==> config.mk <==
export PLATFORM = sky130hd
export DESIGN_NAME = afe_control_registers_clock_dividers
export DESIGN_NICKNAME = d
export VERILOG_FILES = /design/src/logic/afe_ctrl_pkg.sv /design/src/logic/afe_control_registers_clock_dividers.sv
export SDC_FILE = /design/constraint.sdc
export NUM_CORES = 1
export LEC_CHECK = 0
export BUFFER_PORTS_ARGS = -buffer_cell sky130_fd_sc_hd__buf_2
export CAP_MARGIN = 0
export CORE_UTILIZATION = 45
export CTS_CLUSTER_SIZE = 14
export DETAILED_ROUTE_END_ITERATION = 12
export GPL_TIMING_DRIVEN = 0
export PLACE_DENSITY = 0.74
export SYNTH_ARGS = -nofsm -noshare
export SYNTH_HDL_FRONTEND = slang
export SYNTH_SLANG_ARGS = --single-unit
==> constraint.sdc <==
create_clock -name ref_clk -period 2.5 [get_ports ref_clk]
set_input_delay 0.375 -clock ref_clk [delete_from_list [all_inputs] [get_ports ref_clk]]
set_output_delay 0.375 -clock ref_clk [all_outputs]
set_load 0.01 [all_outputs]
==> src/logic/afe_ctrl_pkg.sv <==
// constants and carrier types for the front-end control register bank
// assumes a single 200 MHz clock; control words are decoded outside
package afe_ctrl_pkg;
	localparam int N_CHAN = 6;
	localparam int N_REGS = 8;
	// register indices, as carried in the control word register field
	localparam logic [2:0] MODE_CONTROL_IDX = 3'h0;
	localparam logic [2:0] CLOCK_DIVIDER_IDX = 3'h1;
	localparam logic [2:0] POWER_REFERENCE_IDX = 3'h2;
	localparam logic [2:0] GAIN_PAIR1_IDX = 3'h3;
	localparam logic [2:0] INPUT_CONFIG_IDX = 3'h6;
	localparam logic [2:0] POLARITY_CONFIG_IDX = 3'h7;
	localparam logic [7:0] REG_RESET_VAL = 8'h00;
	// mode register fields
	localparam int DATA_PROGRAM_BIT = 0;
	localparam int MIXED_MODE_BIT = 1;
	localparam int LOOPBACK_BIT = 3;
	localparam int CASCADE_LSB = 4;
	localparam int SOFT_RESET_BIT = 7;
	// clock register fields
	localparam int DECIM_LSB = 0;
	localparam int SCLK_DIV_LSB = 2;
	localparam int MDIV_LSB = 4;
	localparam int ECHO_BIT = 7;
	// power register fields
	localparam int GLOBAL_PU_BIT = 0;
	localparam int REF_POWER_BIT = 5;
	localparam int REF_OUT_BIT = 6;
	localparam int HIGH_SUPPLY_BIT = 7;
	// channel pair register fields
	localparam int ODD_GAIN_LSB = 0;
	localparam int ODD_POWER_BIT = 3;
	localparam int EVEN_GAIN_LSB = 4;
	localparam int EVEN_POWER_BIT = 7;
	// input and polarity register fields
	localparam int CHAN_SEL_LSB = 0;
	localparam int MOD_RESET_BIT = 6;
	localparam int SINGLE_ENDED_BIT = 7;
	localparam int TEST_MODE_BIT = 6;
	localparam int FLIP_ENABLE_BIT = 7;
	// reset lasts this many divided-clock cycles
	localparam logic [2:0] RESET_DIVIDED_MASTER_CLOCK_CYCLES = 3'h4;
	typedef enum logic [2:0] {
		MODE_PROGRAM = 3'b001,
		MODE_DATA = 3'b010,
		MODE_MIXED = 3'b100
	} op_mode_t;
	typedef enum logic [1:0] {
		ST_RESET = 2'b01,
		ST_RUN = 2'b10
	} bank_state_t;
	typedef struct packed {
		logic [2:0] gain;
		logic powered;
		logic single_ended;
		logic mod_reset;
		logic inverted;
	} chan_ctrl_t;
	typedef struct packed {
		logic [2:0] addr;
		logic [7:0] data;
	} reg_write_t;
endpackage : afe_ctrl_pkg

==> src/logic/afe_control_registers_clock_dividers.sv <==
// control register bank of a six-channel sampling front end, with the
// master-clock and serial-clock dividers and the sample-rate strobe.
// assumes an outside control-word decoder presents one register write
// per reg_wr pulse; every rate is an enable pulse on ref_clk.
// How it works
// - mixed off: program/data bit picks mode
// - mixed bit on forces mixed mode
// - soft reset bit starts whole-device reset
// - echo bit sends control words back out
// - decimation field picks converter sample rate
// - global power-up overrides channel power bits
// - reference powered by bit or any channel
// - reference-output bit drives pin enable
// - high-supply bit selects 5 V mode
// - three-bit gain per channel, pair packed
// - bits 3 and 7 power pair channels
// - modulator reset on selected channels only
// - single-ended on selected channels when enabled
// - unselected channel differential, modulator running
// - invert enable flips selected channels
// - unselected or disabled channels never inverted
// - master divider codes 1..4, others undivided
// - master divider resets to divide-by-one
// - serial clock divides by 1, 2, 4, 8
// - serial clock slowest after reset
// - serial codes 00..11 give 8,4,2,1
// - decimation codes give 2048,1024,512,256
// - any reset zeroes registers over four cycles
`timescale 1ns/1ps
`default_nettype none
module afe_control_registers_clock_dividers
	import afe_ctrl_pkg::*;
(
	// clock and reset
	input wire logic ref_clk,
	input wire logic reset,
	// register writes from the control-word decoder
	input wire logic reg_wr,
	input wire reg_write_t reg_wr_req,
	// register read-back select
	input wire logic [2:0] reg_rd_addr,
	output logic [7:0] reg_rd_data,
	// operating mode and serial port controls
	output op_mode_t op_mode,
	output logic [2:0] cascade_count_field,
	output logic control_echo,
	output logic port_loopback,
	output logic test_mode_bit,
	output logic reset_busy,
	// clock enables
	output logic divided_master_clock,
	output logic serial_clock_en,
	output logic sample_en,
	// analog controls
	output chan_ctrl_t [N_CHAN-1:0] chan_ctrl,
	output logic reference_power,
	output logic reference_output_pin,
	output logic high_supply_mode
);
	// whole module state, registered as one word
	typedef struct packed {
		bank_state_t st;
		logic [N_REGS-1:0][7:0] regs;
		logic [2:0] mdiv_cnt; // ref_clk cycles inside one divided period
		logic [2:0] sdiv_cnt; // divided cycles inside one serial period
		logic [10:0] dec_cnt; // divided cycles inside one sample period
		logic [2:0] rst_cnt; // divided cycles left in reset
		logic [7:0] rd_data;
		op_mode_t mode;
		logic divided_master_clock_en;
		logic sclk_en;
		logic smp_en;
		chan_ctrl_t [N_CHAN-1:0] chan;
		logic ref_pwr;
	} state_t;

	state_t s_r;
	state_t s_nxt;

	// master divider ratio minus one; spare codes run undivided
	function automatic logic [2:0] mdiv_last(input logic [2:0] code);
		case (code)
			3'h1: mdiv_last = 3'h1;
			3'h2: mdiv_last = 3'h2;
			3'h3: mdiv_last = 3'h3;
			3'h4: mdiv_last = 3'h4;
			default: mdiv_last = 3'h0;
		endcase
	endfunction : mdiv_last

	// serial divider mask: period is mask + 1 divided cycles
	function automatic logic [2:0] sdiv_mask(input logic [1:0] code);
		case (code)
			2'h0: sdiv_mask = 3'h7;
			2'h1: sdiv_mask = 3'h3;
			2'h2: sdiv_mask = 3'h1;
			default: sdiv_mask = 3'h0;
		endcase
	endfunction : sdiv_mask

	// decimation mask: sample period is mask + 1 divided cycles
	function automatic logic [10:0] dec_mask(input logic [1:0] code);
		case (code)
			2'h0: dec_mask = 11'h7ff; // default, slowest
			2'h1: dec_mask = 11'h3ff;
			2'h2: dec_mask = 11'h1ff;
			default: dec_mask = 11'h0ff;
		endcase
	endfunction : dec_mask

	// per-channel decode from the pair registers, done once per channel
	logic [N_CHAN-1:0][2:0] gain_w;
	logic [N_CHAN-1:0] own_pwr_w;
	genvar g;
	generate
		for (g = 0; g < N_CHAN; g = g + 1) begin : g_chan
			localparam int PAIR = g / 2;
			if (g % 2 == 0) begin : g_odd
				// first channel of the pair sits in the low nibble
				assign gain_w[g] = s_r.regs[int'(GAIN_PAIR1_IDX) + PAIR][ODD_GAIN_LSB +: 3];
				assign own_pwr_w[g] = s_r.regs[int'(GAIN_PAIR1_IDX) + PAIR][ODD_POWER_BIT];
			end else begin : g_even
				assign gain_w[g] = s_r.regs[int'(GAIN_PAIR1_IDX) + PAIR][EVEN_GAIN_LSB +: 3];
				assign own_pwr_w[g] = s_r.regs[int'(GAIN_PAIR1_IDX) + PAIR][EVEN_POWER_BIT];
			end
		end
	endgenerate

	// shorthand views of the live registers
	logic [7:0] mode_reg;
	logic [7:0] clk_reg;
	logic [7:0] pwr_reg;
	logic [7:0] in_reg;
	logic [7:0] pol_reg;
	assign mode_reg = s_r.regs[MODE_CONTROL_IDX];
	assign clk_reg = s_r.regs[CLOCK_DIVIDER_IDX];
	assign pwr_reg = s_r.regs[POWER_REFERENCE_IDX];
	assign in_reg = s_r.regs[INPUT_CONFIG_IDX];
	assign pol_reg = s_r.regs[POLARITY_CONFIG_IDX];

	// next-state logic
	always_comb begin
		logic [2:0] mlast;
		logic [2:0] smask;
		logic [10:0] dmask;
		logic tick;
		logic wr_ok;
		logic any_pwr;
		logic [N_CHAN-1:0] sel;
		logic [N_CHAN-1:0] inv_sel;
		mlast = mdiv_last(clk_reg[MDIV_LSB +: 3]);
		smask = sdiv_mask(clk_reg[SCLK_DIV_LSB +: 2]);
		dmask = dec_mask(clk_reg[DECIM_LSB +: 2]);
		tick = 1'b0;
		wr_ok = 1'b0;
		any_pwr = 1'b0;
		sel = in_reg[CHAN_SEL_LSB +: N_CHAN];
		inv_sel = pol_reg[CHAN_SEL_LSB +: N_CHAN];
		s_nxt = s_r;

		// master divider: one enable per divided period
		if (s_r.mdiv_cnt >= mlast) begin
			s_nxt.mdiv_cnt = 3'h0;
			tick = 1'b1;
		end else begin
			s_nxt.mdiv_cnt = s_r.mdiv_cnt + 3'h1;
		end
		s_nxt.divided_master_clock_en = tick;
		s_nxt.sclk_en = 1'b0;
		s_nxt.smp_en = 1'b0;

		case (s_r.st)
			// registers held at zero while the reset runs out
			ST_RESET: begin
				s_nxt.regs = '0;
				s_nxt.sdiv_cnt = 3'h0;
				s_nxt.dec_cnt = 11'h000;
				if (tick) begin
					if (s_r.rst_cnt <= 3'h1) begin
						s_nxt.st = ST_RUN;
						s_nxt.rst_cnt = 3'h0;
					end else begin
						s_nxt.rst_cnt = s_r.rst_cnt - 3'h1;
					end
				end
			end
			ST_RUN: begin
				// serial clock and sample strobes ride on the divided clock
				if (tick) begin
					s_nxt.sdiv_cnt = s_r.sdiv_cnt + 3'h1;
					s_nxt.dec_cnt = s_r.dec_cnt + 11'h001;
					s_nxt.sclk_en = (s_r.sdiv_cnt & smask) == smask;
					s_nxt.smp_en = (s_r.dec_cnt & dmask) == dmask;
				end
				// data mode locks the bank until a hardware reset
				wr_ok = reg_wr && (s_r.mode != MODE_DATA);
				if (wr_ok) begin
					s_nxt.regs[reg_wr_req.addr] = reg_wr_req.data;
					if (reg_wr_req.addr == MODE_CONTROL_IDX
						&& reg_wr_req.data[SOFT_RESET_BIT]) begin
						// soft reset wipes everything, itself included
						s_nxt.st = ST_RESET;
						s_nxt.rst_cnt = RESET_DIVIDED_MASTER_CLOCK_CYCLES;
						s_nxt.regs = '0;
					end
				end
			end
			default: begin
				s_nxt.st = ST_RESET;
				s_nxt.rst_cnt = RESET_DIVIDED_MASTER_CLOCK_CYCLES;
			end
		endcase

		// operating mode from the live mode register
		if (mode_reg[MIXED_MODE_BIT]) begin
			s_nxt.mode = MODE_MIXED;
		end else if (mode_reg[DATA_PROGRAM_BIT]) begin
			s_nxt.mode = MODE_DATA;
		end else begin
			s_nxt.mode = MODE_PROGRAM;
		end

		// channel controls
		for (int c = 0; c < N_CHAN; c++) begin
			s_nxt.chan[c].gain = gain_w[c];
			s_nxt.chan[c].powered = pwr_reg[GLOBAL_PU_BIT] | own_pwr_w[c];
			s_nxt.chan[c].mod_reset = in_reg[MOD_RESET_BIT] & sel[c];
			s_nxt.chan[c].single_ended = in_reg[SINGLE_ENDED_BIT] & sel[c];
			s_nxt.chan[c].inverted = pol_reg[FLIP_ENABLE_BIT] & inv_sel[c];
			any_pwr = any_pwr | s_nxt.chan[c].powered;
		end
		// reference can't drop while a channel needs it
		s_nxt.ref_pwr = pwr_reg[REF_POWER_BIT] | any_pwr;

		// read-back, registered
		s_nxt.rd_data = s_r.regs[reg_rd_addr];
	end

	// state register; hardware reset restarts the four-cycle reset
	always_ff @(posedge ref_clk) begin
		if (reset) begin
			s_r <= '0;
			s_r.st <= ST_RESET;
			s_r.rst_cnt <= RESET_DIVIDED_MASTER_CLOCK_CYCLES;
			s_r.regs <= {N_REGS{REG_RESET_VAL}};
			s_r.mode <= MODE_PROGRAM;
		end else begin
			s_r <= s_nxt;
		end
	end

	// outputs straight from the state word
	assign reg_rd_data = s_r.rd_data;
	assign op_mode = s_r.mode;
	assign cascade_count_field = mode_reg[CASCADE_LSB +: 3];
	assign control_echo = clk_reg[ECHO_BIT];
	assign port_loopback = mode_reg[LOOPBACK_BIT];
	assign test_mode_bit = pol_reg[TEST_MODE_BIT];
	assign reset_busy = (s_r.st == ST_RESET);
	assign divided_master_clock = s_r.divided_master_clock_en;
	assign serial_clock_en = s_r.sclk_en;
	assign sample_en = s_r.smp_en;
	assign chan_ctrl = s_r.chan;
	assign reference_power = s_r.ref_pwr;
	assign reference_output_pin = pwr_reg[REF_OUT_BIT];
	assign high_supply_mode = pwr_reg[HIGH_SUPPLY_BIT];
endmodule : afe_control_registers_clock_dividers
`default_nettype wire

Yosys cells after proc, flatten, opt, wreduce, memory -nomap -nowiden

Cells that the tools add are included.

Input port bits: 17
Logic and storage cells: 149
Output and inout port bits: 66
Register bits after elaboration: 143

$lt $le $gt $ge: 5
Equal/unequal tests: 18
Muxes and demuxes: 24
Reductions and logical operators: 14
$add $sub $neg: 4
Bitwise operators: 34

Operators by type and width:

| kind                    | count |
|---|---|
| $mux W66                | 2 |
| $pmux W64 S2            | 1 |
| $bwmux W64              | 1 |
| $pmux W11 S3            | 1 |
| $pmux W14 S2            | 1 |
| $bmux W8 S3             | 1 |
| $demux W8 S3            | 1 |
| $and A1 B1 Y1           | 18 |
| $mux W8                 | 2 |
| $mux W3                 | 5 |
| $mux W14                | 1 |
| $or A1 B1 Y1            | 12 |
| $pmux W3 S4             | 1 |
| $add A11 B1 Y11 const B | 1 |
| $and A11 B11 Y11        | 1 |
| $eq A11 B11 Y1          | 1 |
| $pmux W3 S3             | 1 |
| $lt A3 B4 Y1 const B    | 2 |
| $add A3 B1 Y3 const B   | 2 |
| $eq A2 B1 Y1 const B    | 3 |
| $eq A2 B2 Y1 const B    | 3 |
| $eq A3 B2 Y1 const B    | 2 |
| $mux W2                 | 3 |
| $ne A2 B2 Y1 const B    | 3 |
| 23 further kinds        | 30 |

Logic depth before layout (Yosys ltp)

Depth after elaboration: 8
Gate-level depth with buffers: 8

Worst setup path after synthesis

No wires, ideal clock.

Path type: register to register
Start point: register s_r, in the netlist clk_reg[4]
End point: register s_r[63] (netlist bit)
Setup slack: 606 ps
Buffers on the path: 1
Stages on the path, launching flop included: 8
Library setup time: 119 ps
Data arrival time: 1776 ps
Clock period less this slack: 1894 ps
Data required time: 2381 ps
Cells stage by stage: dfxtp_1 > nor2b_1 > ha_1 > nand2b_1 > a2111oi_4 > buf_2 > nor3_1 > o221a_1

Longest elaborated chain between the ends: 6
Elaborated cells on any way between the ends: 9
Those cells by class: order compare: 1; eq/ne: 5; mux: 2; reduce/logical: 1

RTL lines:

| what                                   | line                                        | text |
|---|---|---|
| start: declaration                     | afe_control_registers_clock_dividers.sv:77  | `state_t s_r;` |
| start signal: assignment               | afe_control_registers_clock_dividers.sv:248 | `s_r <= s_nxt;` |
| $eq A3 B3 Y1 (tied with other cells)   | afe_control_registers_clock_dividers.sv:82  | `case (code)` |
| $pmux W3 S4 (*)                        | afe_control_registers_clock_dividers.sv:82  |  |
| $ge A3 B3 Y1 (*)                       | afe_control_registers_clock_dividers.sv:162 | `if (s_r.mdiv_cnt >= mlast) begin` |
| $mux W1 (*)                            | afe_control_registers_clock_dividers.sv:162 |  |
| $ne A2 B2 Y1 (no source line) (*)      | -                                           |  |
| $reduce_and A2 Y1 (no source line) (*) | -                                           |  |

Every way passes the cells marked *; elsewhere a longest branch is shown, timed or not.
A chain may end at the register's enable or synchronous reset.

Final worst setup path

Start point: register s_r, in the netlist clk_reg[4]
End point: register s_r[59] (netlist bit)

Longest elaborated chain between the ends: 6
Elaborated cells on any way between the ends: 9
Those cells by class: order compare: 1; eq/ne: 5; mux: 2; reduce/logical: 1

RTL lines:

| what                                   | line |
|---|---|
| $eq A3 B3 Y1 (tied with other cells)   | afe_control_registers_clock_dividers.sv:82 |
| $pmux W3 S4 (*)                        | afe_control_registers_clock_dividers.sv:82 |
| $ge A3 B3 Y1 (*)                       | afe_control_registers_clock_dividers.sv:162 |
| $mux W1 (*)                            | afe_control_registers_clock_dividers.sv:162 |
| $ne A2 B1 Y1 (no source line) (*)      | - |
| $reduce_and A3 Y1 (no source line) (*) | - |

Marks and branches as above.

==> results.cfg <==
[detailed_routing]
wirelength_um = 15820
vias_per_cell = 5.604
vias = 4825
drt_iter0_markers = 305
drc = 0
wl_per_cell_um = 18.37
postRouteAntennaNets = 0
drtPass1Iterations = 6

[synth]
ys_seq_elements = 143
yosysUniqueCellTypes = 65
synthFlopType = dfxtp_1
ys_top_cells_by_count = dfxtp_1 (143), buf_4 (56), nor2_1 (41)
netlist_area_um2 = 6055
syn_area_per_cell_um2 = 10.53
ys_seq_area_frac = 0.4728
synth.most_common_cell = dfxtp_1
synth-simple-area-share = 0.1591
synth_cells = 575
yosys.area.top_type = dfxtp_1
syn_nets = 600
synth_xor_area_frac = 0.001447
synth_edf_count = 0
synthMuxAreaShare = 0.08783
ys_async_sr_fraction = 0
yosysWarnings = 0
synth_adder_area_share = 0.01653
synth_top_family_by_area = compound AO/OA/AOI/OAI gates
synth-compound-area-share = 0.1602
synthTopCellsByArea = dfxtp_1 (47%), buf_4 (6.9%), mux4_2 (6.0%)
synth_top_area_frac = 0.4728

[hold_path]
min_path_cells = 3
hold_start = reg_wr_req[2]
holdPathEnd = mode_reg[2]
hold_path_class = primary input to register

[clock_tree]
cts_sinks = 143
h-tree-depth = 4
numCtsBuffers = 17
cts_hold_buf = 0
clkLatencyLatePin_ps = 430
ctsResizeCount = 0
path_clk_slew_ps = 60
cts_tree = yes
cts_buffer_depth = 2
postCtsSetupBuffers = 0
cts_root_buf = clkbuf_16

[timing]
tightest_slew_ps = 724.3
relSlewSlack = 0.5171
hold_viol = 0
layout_min_cycle_time_ps = 2297
setup_viol = 0
hold_slack_ps = 244.4
clock_skew_ps = 10.37
setup-tns-final_ps = 0
finalMaxSlewViolations = 0
fmax_mhz = 435.4
fin_crit_sh = 0.9186
rsz0062_at_grt = false

[placed_design]
numPortBuffers = 78
placed_area_um2 = 6665
hpwl_um = 11520
placed_cells = 829
place.gp.congestion = 0.8676

[die]
io_pins = 83
row_count = 42
die_x_um = 118.0
fp.dieArea_um2 = 13920
die_h_um = 118.0
core_um2 = 13190
initial_core_util = 0.4590

[run]
maxCapViolations = 0

[global_route]
overflow = 0
grt_util_all_layers = 0.2334
antenna_found_initial = 0
grt_pass1_vias = 4637
grt_max_degree = 17
grt_pass1_wl_um = 24830

[run_status]
status = finished clean

[layout]
post-route-util = 0.5522
fin_area_um2 = 7283
n_antenna_cell = 0
drive_gt1_frac = 0.3168
largest_reg_flops = 42
fill_cells = 1115
instances_no_fill = 861
fin_nets = 697
syn2layout_area_growth_pct = 20.29

[critical_path]
cp.arrival_ps = 2620
crit_path_start_kind = register
required_ps = 2820
timing.rr.start = clk_reg[4]
r2r_end = s_r[59]
critPathMaxFanout = 10
rr_worst_depth = 7
crit_type = register to register
ff2ff_setup_slack_ps = 200
cp-end-kind = register

[power]
power.leakage_nw = 3.030
power_density_nw_per_um2 = 772.0
peakVddDrop_uv = 436.7
per-stage QoR:
| stage | worst slack [ps] | total power [W] |
|---|---|---|
| 6_report | 203.4 | 0.005622 |
| 4_1_cts | 250.9 | 0.005618 |
| 3_5_place_dp | 239.2 | 0.003016 |
| 2_1_floorplan | 605.6 | 0.002828 |
| 5_1_grt | 1.996 | 0.005778 |
| 3_3_place_gp | 319.7 | 0.002992 |
worst max-delay path by stage:
stage	start	to	slack, ps	depth (start not counted)
6_report	clk_reg[4]	s_r[59]	200	7
5_1_grt	clk_reg[4]	s_r[59]	2	7
4_1_cts	clk_reg[4]	s_r[59]	250	7
3_5_place_dp	clk_reg[4]	s_r[59]	240	7
3_3_place_gp	clk_reg[4]	s_r[59]	320	7
2_1_floorplan	clk_reg[4]	s_r[63]	610	7
routing by layer:
layer  GRT usage  wire (um)  up-vias
met2      0.3610       7458      236
met1      0.3134       6821     2328
met5           0          0        -
met3     0.05378       1148       29
li1            -          -     2232
met4     0.09615        388        0
report_power, final:
group / switching, W / leakage [nW] / total [W] / internal, W
registers: 0.0000290 / 1.15 / 0.00234 / 0.00231
logic: 0.000443 / 1.58 / 0.000641 / 0.000199
clock network: 0.00102 / 0.296 / 0.00264 / 0.00162
cell type report:
type | count | area [um^2] | share of cell area
flip-flops and latches | 143 | 2863 | 0.3931
multi-input cells | 329 | 2574 | 0.3534
plain buffers | 86 | 554.3 | 0.07610
clock buffers | 19 | 442.9 | 0.06081
repair buffers | 78 | 390.4 | 0.05360
well taps | 176 | 220.2 | 0.03024
clock inverters | 13 | 175.2 | 0.02405
inverters | 17 | 63.81 | 0.008761
layout by cell type, fill, tap and decap left out, types with 10 or more instances in the layout:
cell	Yosys	final
nand2b_1	13	13
buf_4	56	56
nor2_1	41	41
clkbuf_16	0	17
mux4_2	16	16
inv_1	16	16
and2_1	19	19
clkbuf_1	13	14
nand2_1	23	23
a22o_1	19	19
o32ai_1	10	10
a32o_1	13	13
dfxtp_1	143	143
nor2b_1	18	18
mux2i_1	16	16
o2bb2ai_1	16	16
buf_2	11	89
critical path, stage by stage (launching register included):
cell and delay (ps):
dfxtp_1 430, nor2b_1 170, ha_1 240, nand2b_1 220, a31oi_1 370, clkbuf_1 380, o21ai_0 150, a22o_1 240
logic make-up (layout without fill, tap and decap cells):
kind of cell | Yosys count | after routing
mux | 33 | 33
xor+xnor | 1 | 1
fa+ha+maj | 8 | 8
compound gates | 113 | 113
simple gates | 174 | 174
buf+inv | 103 | 213
flops | 143 | 143
Power figures use the tool's default switching activity.
